===== config.mk =====
export PLATFORM = sky130hd
export DESIGN_NAME = bmc_cfg
export DESIGN_NICKNAME = d
export VERILOG_FILES = /design/src/bmc_pkg.sv /design/src/bmc_fault_gate.sv /design/src/bmc_cfg.sv
export VERILOG_INCLUDE_DIRS = /design/src /design/src/src
export SDC_FILE = /design/constraint.sdc
export NUM_CORES = 1
export LEC_CHECK = 0
export BUFFER_PORTS_ARGS = -buffer_cell sky130_fd_sc_hd__buf_2
export CELL_PAD_IN_SITES_DETAIL_PLACEMENT = 0
export CELL_PAD_IN_SITES_GLOBAL_PLACEMENT = 2
export CORE_MARGIN = 1
export CORE_UTILIZATION = 27
export CTS_CLUSTER_DIAMETER = 200
export CTS_CLUSTER_SIZE = 40
export DETAILED_ROUTE_END_ITERATION = 8
export HOLD_SLACK_MARGIN = 0.03
export PLACE_DENSITY_LB_ADDON = 0.1
export SLEW_MARGIN = 15
export SYNTH_ARGS = -nofsm -noshare
export SYNTH_HDL_FRONTEND = slang
export SYNTH_SLANG_ARGS = --single-unit

===== constraint.sdc =====
create_clock -name hclk -period 5.3 [get_ports hclk]
set_input_delay 1.06 -clock hclk [delete_from_list [all_inputs] [get_ports hclk]]
set_output_delay 1.06 -clock hclk [all_outputs]
set_load 0.005 [all_outputs]

===== src/bmc_defs.svh =====
`ifndef BMC_DEFS_SVH
`define BMC_DEFS_SVH

// register byte offsets
`define BMC_CTRL_OFS 8'h00
`define BMC_KPB_OFS 8'h04
`define BMC_UDB_OFS 8'h08
`define BMC_IST_OFS 8'h0c
`define BMC_IMSK_OFS 8'h10

// control field positions
`define BMC_FETCH_BIT 16
`define BMC_CDATA_BIT 17
`define BMC_DMA_BIT 18
`define BMC_DEBUG_BIT 19
`define BMC_SHARED_BIT 20
`define BMC_WAIT_BIT 6
`define BMC_ARB_LSB 0

// initiator indices into the fault vectors
`define BMC_INI_FETCH 0
`define BMC_INI_CDATA 1
`define BMC_INI_DMA 2
`define BMC_INI_DEBUG 3
`define BMC_INI_SHARED 4
`define BMC_NUM_INI 5

// arbitration codes
`define BMC_ARB_MODE0 3'h0
`define BMC_ARB_MODE1 3'h1
`define BMC_ARB_MODE2 3'h2

// reset values and writable masks
`define BMC_CTRL_RST 32'h001f0041
`define BMC_CTRL_MASK 32'h001f0047
`define BMC_BASE_RST 6'h00
`define BMC_BASE_LSB 10
`define BMC_IST_MASK 32'h0000001f

// ahb encodings
`define BMC_HSIZE_WORD 3'h2
`define BMC_HTRANS_NONSEQ 2'h2

`endif


===== src/bmc_pkg.sv =====
package bmc_pkg;

    typedef struct packed {
        logic [4:0] fault_en;
        logic wait_sel;
        logic [2:0] arb;
    } bmc_ctrl_type;

    typedef struct packed {
        logic [5:0] kernel_prog;
        logic [5:0] user_data;
    } bmc_part_type;

    typedef enum logic [1:0] {
        BMC_ST_IDLE,
        BMC_ST_WRITE,
        BMC_ST_RDWAIT,
        BMC_ST_RDOUT
    } bmc_state_type;

endpackage : bmc_pkg


===== src/bmc_fault_gate.sv =====
`timescale 1ns/100ps
`default_nettype none
module bmc_fault_gate (
    // clock and reset
    input wire logic hclk,
    input wire logic hresetn,
    // unmapped access from one initiator
    input wire logic unmapped,
    input wire logic enable,
    input wire logic suppress,
    // error response toward that initiator
    output logic fault_r
);

    always_ff @(posedge hclk or negedge hresetn) begin
        if (!hresetn) begin
            fault_r <= 1'b0;
        end else begin
            fault_r <= unmapped & enable & ~suppress;
        end
    end

endmodule : bmc_fault_gate
`default_nettype wire


===== src/bmc_cfg.sv =====
// Design decisions made here: the placing of the registers and register access over AHB-Lite.
`timescale 1ns/100ps
`default_nettype none
`include "bmc_defs.svh"
module bmc_cfg
    import bmc_pkg::*;
(
    // clock and reset
    input wire logic hclk,
    input wire logic hresetn,
    // ahb-lite slave
    input wire logic hsel,
    input wire logic [31:0] haddr,
    input wire logic [1:0] htrans,
    input wire logic [2:0] hsize,
    input wire logic hwrite,
    input wire logic hready,
    input wire logic [31:0] hwdata,
    output logic [31:0] hrdata,
    output logic hreadyout,
    output logic hresp,
    // unmapped access strobes, one per initiator
    input wire logic [4:0] unmapped_access,
    input wire logic debug_mode,
    // bus error responses, one per initiator
    output logic [4:0] bus_fault,
    // cpu access to data ram
    input wire logic cpu_ram_req,
    output logic cpu_ram_ready,
    // configuration toward the matrix
    output logic [2:0] arb_mode_sel,
    output logic [31:0] kernel_program_base,
    output logic [31:0] user_data_base,
    // interrupt
    output logic irq
);

    bmc_ctrl_type ctrl_r;
    bmc_part_type part_r;
    bmc_state_type state_r;
    logic [31:0] hrdata_r;
    logic [7:0] ofs_r;
    logic word_r;
    logic [4:0] ist_r;
    logic [4:0] imsk_r;
    logic setup_r;
    logic accept;
    logic wr_commit;
    logic rd_capture;
    logic ist_clear;
    logic [4:0] suppress;
    logic [31:0] ctrl_word;

    function automatic logic [31:0] base_word(input logic [5:0] b);
        base_word = {16'h0000, b, 10'h000};
    endfunction : base_word

    function automatic logic [31:0] ctrl_pack(input bmc_ctrl_type c);
        logic [31:0] w;
        w = 32'h00000000;
        w[`BMC_FETCH_BIT +: 5] = c.fault_en;
        w[`BMC_WAIT_BIT] = c.wait_sel;
        w[`BMC_ARB_LSB +: 3] = c.arb;
        ctrl_pack = w & `BMC_CTRL_MASK;
    endfunction : ctrl_pack

    function automatic logic [2:0] arb_decode(input logic [2:0] code);
        case (code)
            `BMC_ARB_MODE0: arb_decode = 3'h1;
            `BMC_ARB_MODE1: arb_decode = 3'h2;
            `BMC_ARB_MODE2: arb_decode = 3'h4;
            default: arb_decode = 3'h0;
        endcase
    endfunction : arb_decode

    assign ctrl_word = ctrl_pack(ctrl_r);

    // bus handshake
    assign accept = hsel & htrans[1] & hready;
    assign hreadyout = (state_r != BMC_ST_RDWAIT);
    assign hresp = 1'b0;
    assign hrdata = hrdata_r;
    assign wr_commit = (state_r == BMC_ST_WRITE) & word_r;
    assign rd_capture = (state_r == BMC_ST_RDWAIT);
    assign ist_clear = rd_capture & (ofs_r == `BMC_IST_OFS);

    always_ff @(posedge hclk or negedge hresetn) begin
        if (!hresetn) begin
            state_r <= BMC_ST_IDLE;
        end else begin
            case (state_r)
                BMC_ST_RDWAIT: begin
                    state_r <= BMC_ST_RDOUT;
                end
                BMC_ST_IDLE, BMC_ST_WRITE, BMC_ST_RDOUT: begin
                    if (accept && hwrite) begin
                        state_r <= BMC_ST_WRITE;
                    end else if (accept) begin
                        state_r <= BMC_ST_RDWAIT;
                    end else begin
                        state_r <= BMC_ST_IDLE;
                    end
                end
                default: begin
                    state_r <= BMC_ST_IDLE;
                end
            endcase
        end
    end

    // address phase capture
    always_ff @(posedge hclk or negedge hresetn) begin
        if (!hresetn) begin
            ofs_r <= 8'h00;
            word_r <= 1'b0;
        end else if (accept) begin
            ofs_r <= haddr[7:0];
            word_r <= (hsize == `BMC_HSIZE_WORD) && (haddr[1:0] == 2'h0);
        end
    end

    // read data, one wait state so writes just before are seen
    always_ff @(posedge hclk or negedge hresetn) begin
        if (!hresetn) begin
            hrdata_r <= 32'h00000000;
        end else if (rd_capture) begin
            case (ofs_r)
                `BMC_CTRL_OFS: hrdata_r <= ctrl_word;
                `BMC_KPB_OFS: hrdata_r <= base_word(part_r.kernel_prog);
                `BMC_UDB_OFS: hrdata_r <= base_word(part_r.user_data);
                `BMC_IST_OFS: hrdata_r <= {27'h0000000, ist_r};
                `BMC_IMSK_OFS: hrdata_r <= {27'h0000000, imsk_r};
                default: hrdata_r <= 32'h00000000;
            endcase
        end
    end

    // control register
    always_ff @(posedge hclk or negedge hresetn) begin
        if (!hresetn) begin
            ctrl_r.fault_en <= 5'(`BMC_CTRL_RST >> `BMC_FETCH_BIT);
            ctrl_r.wait_sel <= 1'(`BMC_CTRL_RST >> `BMC_WAIT_BIT);
            ctrl_r.arb <= `BMC_ARB_MODE1;
        end else if (wr_commit && ofs_r == `BMC_CTRL_OFS) begin
            ctrl_r.fault_en <= hwdata[`BMC_FETCH_BIT +: 5];
            ctrl_r.wait_sel <= hwdata[`BMC_WAIT_BIT];
            ctrl_r.arb <= hwdata[`BMC_ARB_LSB +: 3];
        end
    end

    // partition bases
    always_ff @(posedge hclk or negedge hresetn) begin
        if (!hresetn) begin
            part_r.kernel_prog <= `BMC_BASE_RST;
            part_r.user_data <= `BMC_BASE_RST;
        end else if (wr_commit) begin
            if (ofs_r == `BMC_KPB_OFS) begin
                part_r.kernel_prog <= hwdata[`BMC_BASE_LSB +: 6];
            end
            if (ofs_r == `BMC_UDB_OFS) begin
                part_r.user_data <= hwdata[`BMC_BASE_LSB +: 6];
            end
        end
    end

    assign kernel_program_base = base_word(part_r.kernel_prog);
    assign user_data_base = base_word(part_r.user_data);
    assign arb_mode_sel = arb_decode(ctrl_r.arb);

    // fault gating; cpu initiators are silenced in debug mode
    always_comb begin
        suppress = 5'h00;
        suppress[`BMC_INI_FETCH] = debug_mode;
        suppress[`BMC_INI_CDATA] = debug_mode;
    end

    genvar gi;
    generate
        for (gi = 0; gi < `BMC_NUM_INI; gi = gi + 1) begin : g_fault
            bmc_fault_gate u_gate (
                .hclk(hclk),
                .hresetn(hresetn),
                .unmapped(unmapped_access[gi]),
                .enable(ctrl_r.fault_en[gi]),
                .suppress(suppress[gi]),
                .fault_r(bus_fault[gi])
            );
        end
    endgenerate

    // sticky fault status, set wins over read clear
    always_ff @(posedge hclk or negedge hresetn) begin
        if (!hresetn) begin
            ist_r <= 5'h00;
        end else if (ist_clear) begin
            ist_r <= bus_fault;
        end else begin
            ist_r <= ist_r | bus_fault;
        end
    end

    always_ff @(posedge hclk or negedge hresetn) begin
        if (!hresetn) begin
            imsk_r <= 5'h00;
        end else if (wr_commit && ofs_r == `BMC_IMSK_OFS) begin
            imsk_r <= hwdata[4:0];
        end
    end

    assign irq = |(ist_r & imsk_r);

    // data ram address setup wait state
    assign cpu_ram_ready = cpu_ram_req & (~ctrl_r.wait_sel | setup_r);

    always_ff @(posedge hclk or negedge hresetn) begin
        if (!hresetn) begin
            setup_r <= 1'b0;
        end else if (cpu_ram_ready) begin
            setup_r <= 1'b0;
        end else if (cpu_ram_req) begin
            setup_r <= 1'b1;
        end
    end

    AST_SHARED_FAULT: assert property (@(posedge hclk) disable iff (!hresetn)
        unmapped_access[`BMC_INI_SHARED] |=>
            bus_fault[`BMC_INI_SHARED] == $past(ctrl_r.fault_en[`BMC_INI_SHARED]))
        else $error("shared bus fault does not follow its enable");

    AST_DEBUG_FAULT: assert property (@(posedge hclk) disable iff (!hresetn)
        unmapped_access[`BMC_INI_DEBUG] |=>
            bus_fault[`BMC_INI_DEBUG] == $past(ctrl_r.fault_en[`BMC_INI_DEBUG]))
        else $error("debug unit fault does not follow its enable");

    AST_DMA_FAULT: assert property (@(posedge hclk) disable iff (!hresetn)
        unmapped_access[`BMC_INI_DMA] |=>
            bus_fault[`BMC_INI_DMA] == $past(ctrl_r.fault_en[`BMC_INI_DMA]))
        else $error("dma fault does not follow its enable");

    AST_CDATA_FAULT: assert property (@(posedge hclk) disable iff (!hresetn)
        unmapped_access[`BMC_INI_CDATA] |=> bus_fault[`BMC_INI_CDATA] ==
            ($past(ctrl_r.fault_en[`BMC_INI_CDATA]) && !$past(debug_mode)))
        else $error("cpu data fault wrong for enable or debug mode");

    AST_FETCH_FAULT: assert property (@(posedge hclk) disable iff (!hresetn)
        unmapped_access[`BMC_INI_FETCH] |=> bus_fault[`BMC_INI_FETCH] ==
            ($past(ctrl_r.fault_en[`BMC_INI_FETCH]) && !$past(debug_mode)))
        else $error("cpu fetch fault wrong for enable or debug mode");

    AST_NO_SPURIOUS: assert property (@(posedge hclk) disable iff (!hresetn)
        ##1 $rose(bus_fault[`BMC_INI_DMA]) |-> $past(unmapped_access[`BMC_INI_DMA]))
        else $error("bus fault without an unmapped access");

    AST_WAIT_ZERO: assert property (@(posedge hclk) disable iff (!hresetn)
        (cpu_ram_req && !ctrl_r.wait_sel) |-> cpu_ram_ready)
        else $error("wait state inserted while disabled");

    AST_WAIT_ONE: assert property (@(posedge hclk) disable iff (!hresetn)
        (cpu_ram_req && ctrl_r.wait_sel && !setup_r) |->
            !cpu_ram_ready ##1 (cpu_ram_ready || !cpu_ram_req))
        else $error("setup wait state not exactly one cycle");

    AST_ARB_MAP: assert property (@(posedge hclk) disable iff (!hresetn)
        (ctrl_r.arb == `BMC_ARB_MODE2) |-> (arb_mode_sel == 3'h4))
        else $error("arbitration code 010 does not select mode 2");

    AST_CTRL_RSV: assert property (@(posedge hclk) disable iff (!hresetn)
        (state_r == BMC_ST_RDOUT && ofs_r == `BMC_CTRL_OFS) |->
            ((hrdata & ~`BMC_CTRL_MASK) == 32'h00000000))
        else $error("unimplemented control bits read nonzero");

    AST_KPB_WRITE: assert property (@(posedge hclk) disable iff (!hresetn)
        (wr_commit && ofs_r == `BMC_KPB_OFS) |=>
            kernel_program_base[15:10] == $past(hwdata[15:10]))
        else $error("kernel program base not updated from write data");

    AST_BASE_LOW: assert property (@(posedge hclk) disable iff (!hresetn)
        (kernel_program_base[9:0] == 10'h000) && (user_data_base[9:0] == 10'h000)
            && (user_data_base[31:16] == 16'h0000))
        else $error("partition base low or high bits nonzero");

    AST_UDB_WRITE: assert property (@(posedge hclk) disable iff (!hresetn)
        (wr_commit && ofs_r == `BMC_UDB_OFS) |=>
            user_data_base[15:10] == $past(hwdata[15:10]))
        else $error("user data base not updated from write data");

    AST_CTRL_WRITE: assert property (@(posedge hclk) disable iff (!hresetn)
        (wr_commit && ofs_r == `BMC_CTRL_OFS) |=>
            ctrl_word == ($past(hwdata) & `BMC_CTRL_MASK))
        else $error("control readback differs from masked write data");

    AST_DEBUG_SILENT: assert property (@(posedge hclk) disable iff (!hresetn)
        debug_mode |=>
            (!bus_fault[`BMC_INI_CDATA] && !bus_fault[`BMC_INI_FETCH]))
        else $error("cpu fault raised in debug mode");

    AST_FAULT_GATED: assert property (@(posedge hclk) disable iff (!hresetn)
        ##1 ((bus_fault & ~$past(ctrl_r.fault_en)) == 5'h00))
        else $error("bus fault raised while its enable was clear");

    AST_ARB_MODE0: assert property (@(posedge hclk) disable iff (!hresetn)
        (ctrl_r.arb == `BMC_ARB_MODE0) |-> (arb_mode_sel == 3'h1))
        else $error("arbitration code 000 does not select mode 0");

    AST_ARB_MODE1: assert property (@(posedge hclk) disable iff (!hresetn)
        (ctrl_r.arb == `BMC_ARB_MODE1) |-> (arb_mode_sel == 3'h2))
        else $error("arbitration code 001 does not select mode 1");

endmodule : bmc_cfg
`default_nettype wire


; ---- Word level (Yosys, flattened, before mapping)
; Cells that the tools add are included.
[op_classes]
n_eq_ne = 11
n_mux = 8
n_bitwise = 17
reduce_logical = 13
[ops]
columns = cell, n
row1 = one-hot mux 21 bit (5 select lines), 1
row2 = == test 8 x 4 -> 1 bit (second input constant), 2
row3 = bitwise AND 1 bit, 12
row4 = one-hot mux 3 bit (3 select lines), 1
row5 = == test 8 x 3 -> 1 bit (second input constant), 1
row6 = == test 8 x 5 -> 1 bit (second input constant), 1
row7 = zero test 8 bit, 1
row8 = == test 3 x 2 -> 1 bit (second input constant), 2
row9 = bitwise AND 5 bit, 1
row10 = 2-to-1 mux 5 bit, 1
row11 = OR 5 bit, 1
row12 = OR reduction 5 bit, 1
row13 = == test 2 bit (second input constant), 2
row14 = logical AND 1 bit, 4
row15 = zero test 2 bit, 2
row16 = 2-to-1 mux 2 bit, 2
row17 = one-hot mux 2 bit (2 select lines), 1
row18 = AND reduction 2 bit, 2
row19 = == test 3 x 1 -> 1 bit (second input constant), 1
row20 = zero test 3 bit, 1
row21 = OR reduction 3 bit, 1
row22 = == test 2 x 1 -> 1 bit (second input constant), 1
row23 = 2-to-1 mux 1 bit, 2
row24 = inequality test 2 bit (second input constant), 1
row25 = 3 further kinds, 4
[totals]
reg_bits = 80
inputBits = 81
elab_cells = 66

; ---- Depth between registers and ports, before layout
[logic_depth]
depth_word = 5
depth_mapped = 6
depth_no_buf = 4

; ---- Cells and area by module
; Synthesis repeated with hierarchy kept, for this count alone.
[hier_totals]
cells_unflattened = 272
hier_area_um2 = 3241.9
[modules_own_cells]
columns = module, instances, cells_each, area_per_inst_um2
row1 = bmc_cfg, 1, 262, 3072.9
row2 = bmc_fault_gate, 5, 2, 33.8

; ---- Worst setup path before layout
; OpenSTA, ideal clock, no wires.
[synth_path]
kind = input to output
startpoint = input port cpu_ram_req
endpoint = output port cpu_ram_ready
arrival_ps = 1255
slack_ps = 2985
stages = 1
path_buffers = 0
path_cell_list = a21boi_0
[synth_between]
elab_chain_cells = 1
[synth_rtl]
columns = item, line_no
row1 = "start, declared", bmc_cfg.sv:28  ; input wire logic cpu_ram_req,
row2 = bitwise AND 1 bit, bmc_cfg.sv:213  ; assign cpu_ram_ready = cpu_ram_req & (~ctrl_r.wait_sel | setup_r);
row3 = "end, declared", bmc_cfg.sv:29  ; output logic cpu_ram_ready,
; Every way passes these cells.

; ---- Worst setup path in the final report
[layout_path]
startpoint = register state_r[0]
endpoint = output port hreadyout
[layout_between]
elab_chain_cells = 1
[layout_rtl]
columns = item, line_no
row1 = "start, declared", bmc_cfg.sv:40  ; bmc_state_type state_r;
row2 = "start signal, assigned", bmc_cfg.sv:89  ; state_r <= BMC_ST_IDLE;
row3 = "start signal, assigned", bmc_cfg.sv:93  ; state_r <= BMC_ST_RDOUT;
row4 = "start signal, assigned", bmc_cfg.sv:97  ; state_r <= BMC_ST_WRITE;
row5 = inequality test 2 bit, bmc_cfg.sv:80  ; assign hreadyout = (state_r != BMC_ST_RDWAIT);
row6 = "end, declared", bmc_cfg.sv:20  ; output logic hreadyout,
; Every way passes these cells.

==> qor.yml <==
min_path_type: "register to register"
worstPathArrival_ns: 1.86
multi_input_area_um2: 1240
nFillCells: 1196
fin_util_pct: 32.9
setup_violations: 0
ant_nets: 0
die_x_um: 111
synth_cells: 276
ys_warn_count: 0
cts_tree: "done"
first_pass_iters: 6
power.density_nw_per_um2: 340
irDropWorstVdd_mv: 0.127
synth_ff_type: "dfrtp_1"
synth_common_cells: "73 x buf_4, 58 x dfrtp_1, 33 x mux2_2"
ctsHtreeMaxLevel: 3
portBuffers: 80
netlist_area_um2: 3230
grt_max_degree: 66
layout.nets: 433
start_util_pct: 28.0
synth.most_common_cell: "buf_4"
cp_data_required_time_ns: 4.24
antenna_cells: 0
hold_violations: 0
setup-tns-final_ns: 0
insertion_delay_ns: 0.32
startpoint_type: "register"
grt_util_all_layers_pct: 12.0
leakagePower_nw: 1.93
wl_per_cell_um: 14.1
tightest_slew_ns: 0.836
relSlewSlack_pct: 44.2
fin_crit_sh_pct: 55.1
regArea_um2: 1640
grt_pass1_wl_mm: 11.2
cap_violations: 0
yosys.area.top_type: "dfrtp_1"
dpl.hpwl_mm: 5.09
drive_above_1_share_pct: 39.5
cts_buffer_depth: 2
cts_hold_buffers: 0
cts_setup_buffers: 0
async_flop_share_pct: 100
fin_crit_ns: 2.92
cts-resized-gates: 0
core_um2: 11500
endpoint_kind: "output pin"
grt_pass1_vias: 1993
die_h_um: 111
synth-edff-count: 0
cts.sinks: 65
detail_route.wirelength_mm: 7.07
path_class: "register to output pin"
cts_root_buffer: "clkbuf_16"
drtIter0Drc: 91
cts_buffers: 9
cts.reportedPaths.clkPinSlew_ns: 0.06
netlist_top_cells_area: "dfrtp_1 45%, buf_4 17%, mux2_2 12%, dfstp_2 5.7%, o21ai_0 2.2%"
synth_top_cell_area_share_pct: 45.0
area_growth_pct: 17.2
fmax_mhz: 342
outcome: "complete, but fails checks"
yosysSeqAreaShare_pct: 50.7
place.gp.congestion: 0.644
ios: 189
grt_antenna_before_repair: 0
vias_per_cell: 4.13
fp-row-count: 39
slew_violations: 0
rsz0062_at_grt: "false"
synth_cell_types: 36
die_area_um2: 12400
finClkSkew_ns: 0.00474
globalRouteOverflowTotal: 0
drc: 24
ys_seq_elements: 65
synth_area_per_cell_um2: 11.7
violations: "design-rule violations"
vias: 2065
critPathMaxFanout: 21
## critical path, cell delays in order (launching register included)
cell	delay, ns
dfrtp_1	0.37
nor2b_1	0.39
inv_1	0.50
buf_2	0.28
## state kept, by name (all words and copies together) (netlist names), 2 cells and up
| register | flops |
|---|---|
| imsk_r | 5 |
| ist_r | 5 |
| user_data_base | 6 |
| state_r | 2 |
| ofs_r | 8 |
| g_fault.u_gate.fault_r | 5 |
| ctrl_r | 9 |
| kernel_program_base | 6 |
| hrdata | 17 |
## logic make-up (layout without fill, tap and decap cells)
family,Yosys count,count (layout),synth area share [%]
AND/OR/NAND/NOR,48,48,9.30
AO/OA/AOI/OAI,39,39,8.57
multiplexers,37,37,12.8
flip-flops,65,65,50.7
other,1,68,0.116
buffers and inverters,86,100,18.6
## report_power, final
group	internal, mW	switching, mW
clock network	0.377	0.221
registers	0.526	0.0299
logic	0.0504	0.0841
## area by class of cell
cell class | instances | area share, %
inverter | 3 | 0.298
multi-input combinational | 192 | 32.9
clock buffer | 10 | 6.31
sequential | 65 | 43.2
tap | 143 | 4.73
timing repair buffer | 81 | 10.8
clock inverter | 6 | 1.79
## per-stage QoR
step	power (mW)	instances	setup WS [ns]	hold WS, ns	instance area [um^2]
3_3_place_gp	0.701	484	2.67	0.436	3480
6_report	1.29	500	2.38	0.455	3780
3_5_place_dp	0.702	484	2.69	0.448	3480
4_1_cts	1.31	500	2.33	0.461	3780
5_1_grt	1.36	500	2.16	0.471	3780
2_1_floorplan	0.674	343	2.99	0.429	3480
## path summary, 6_finish.rpt
kind / slack, ns / depth (start not counted) / startpoint / to
setup / recovery: 2.38 / 3 / state_r[0] / hreadyout
hold / removal: 0.46 / 1 / g_fault[1].u_gate.fault_r / ist_r[1]
setup reg to reg: 2.90 / 4 / state_r[0] / hrdata[6]
hold reg to reg: 0.46 / 1 / g_fault[1].u_gate.fault_r / ist_r[1]
max in group asynchronous: 3.83 / 2 / hresetn / hrdata[17]
min in group asynchronous: 0.93 / 2 / hresetn / ctrl_r[1]
## layer usage
metal	global-route usage (%)	wire [um]	up-vias
met5	0	0	-
met4	5.68	68	0
met3	3.32	396	6
met2	18.0	3340	85
met1	16.0	3270	1002
li1	-	-	972
## layout by cell type (no fill, tap or decap), types with 4 or more instances in the layout
master and instances:
buf_2 80, conb_1 68, dfrtp_1 58, mux2_2 33, o21ai_0 14, nand2_1 14, clkbuf_16 9, a22oi_1 7
dfstp_2 7, a22o_1 6, a21o_1 5, and2_1 5, nand3_1 4, nor3_1 4
No activity file was read; power rests on OpenSTA's default activity.
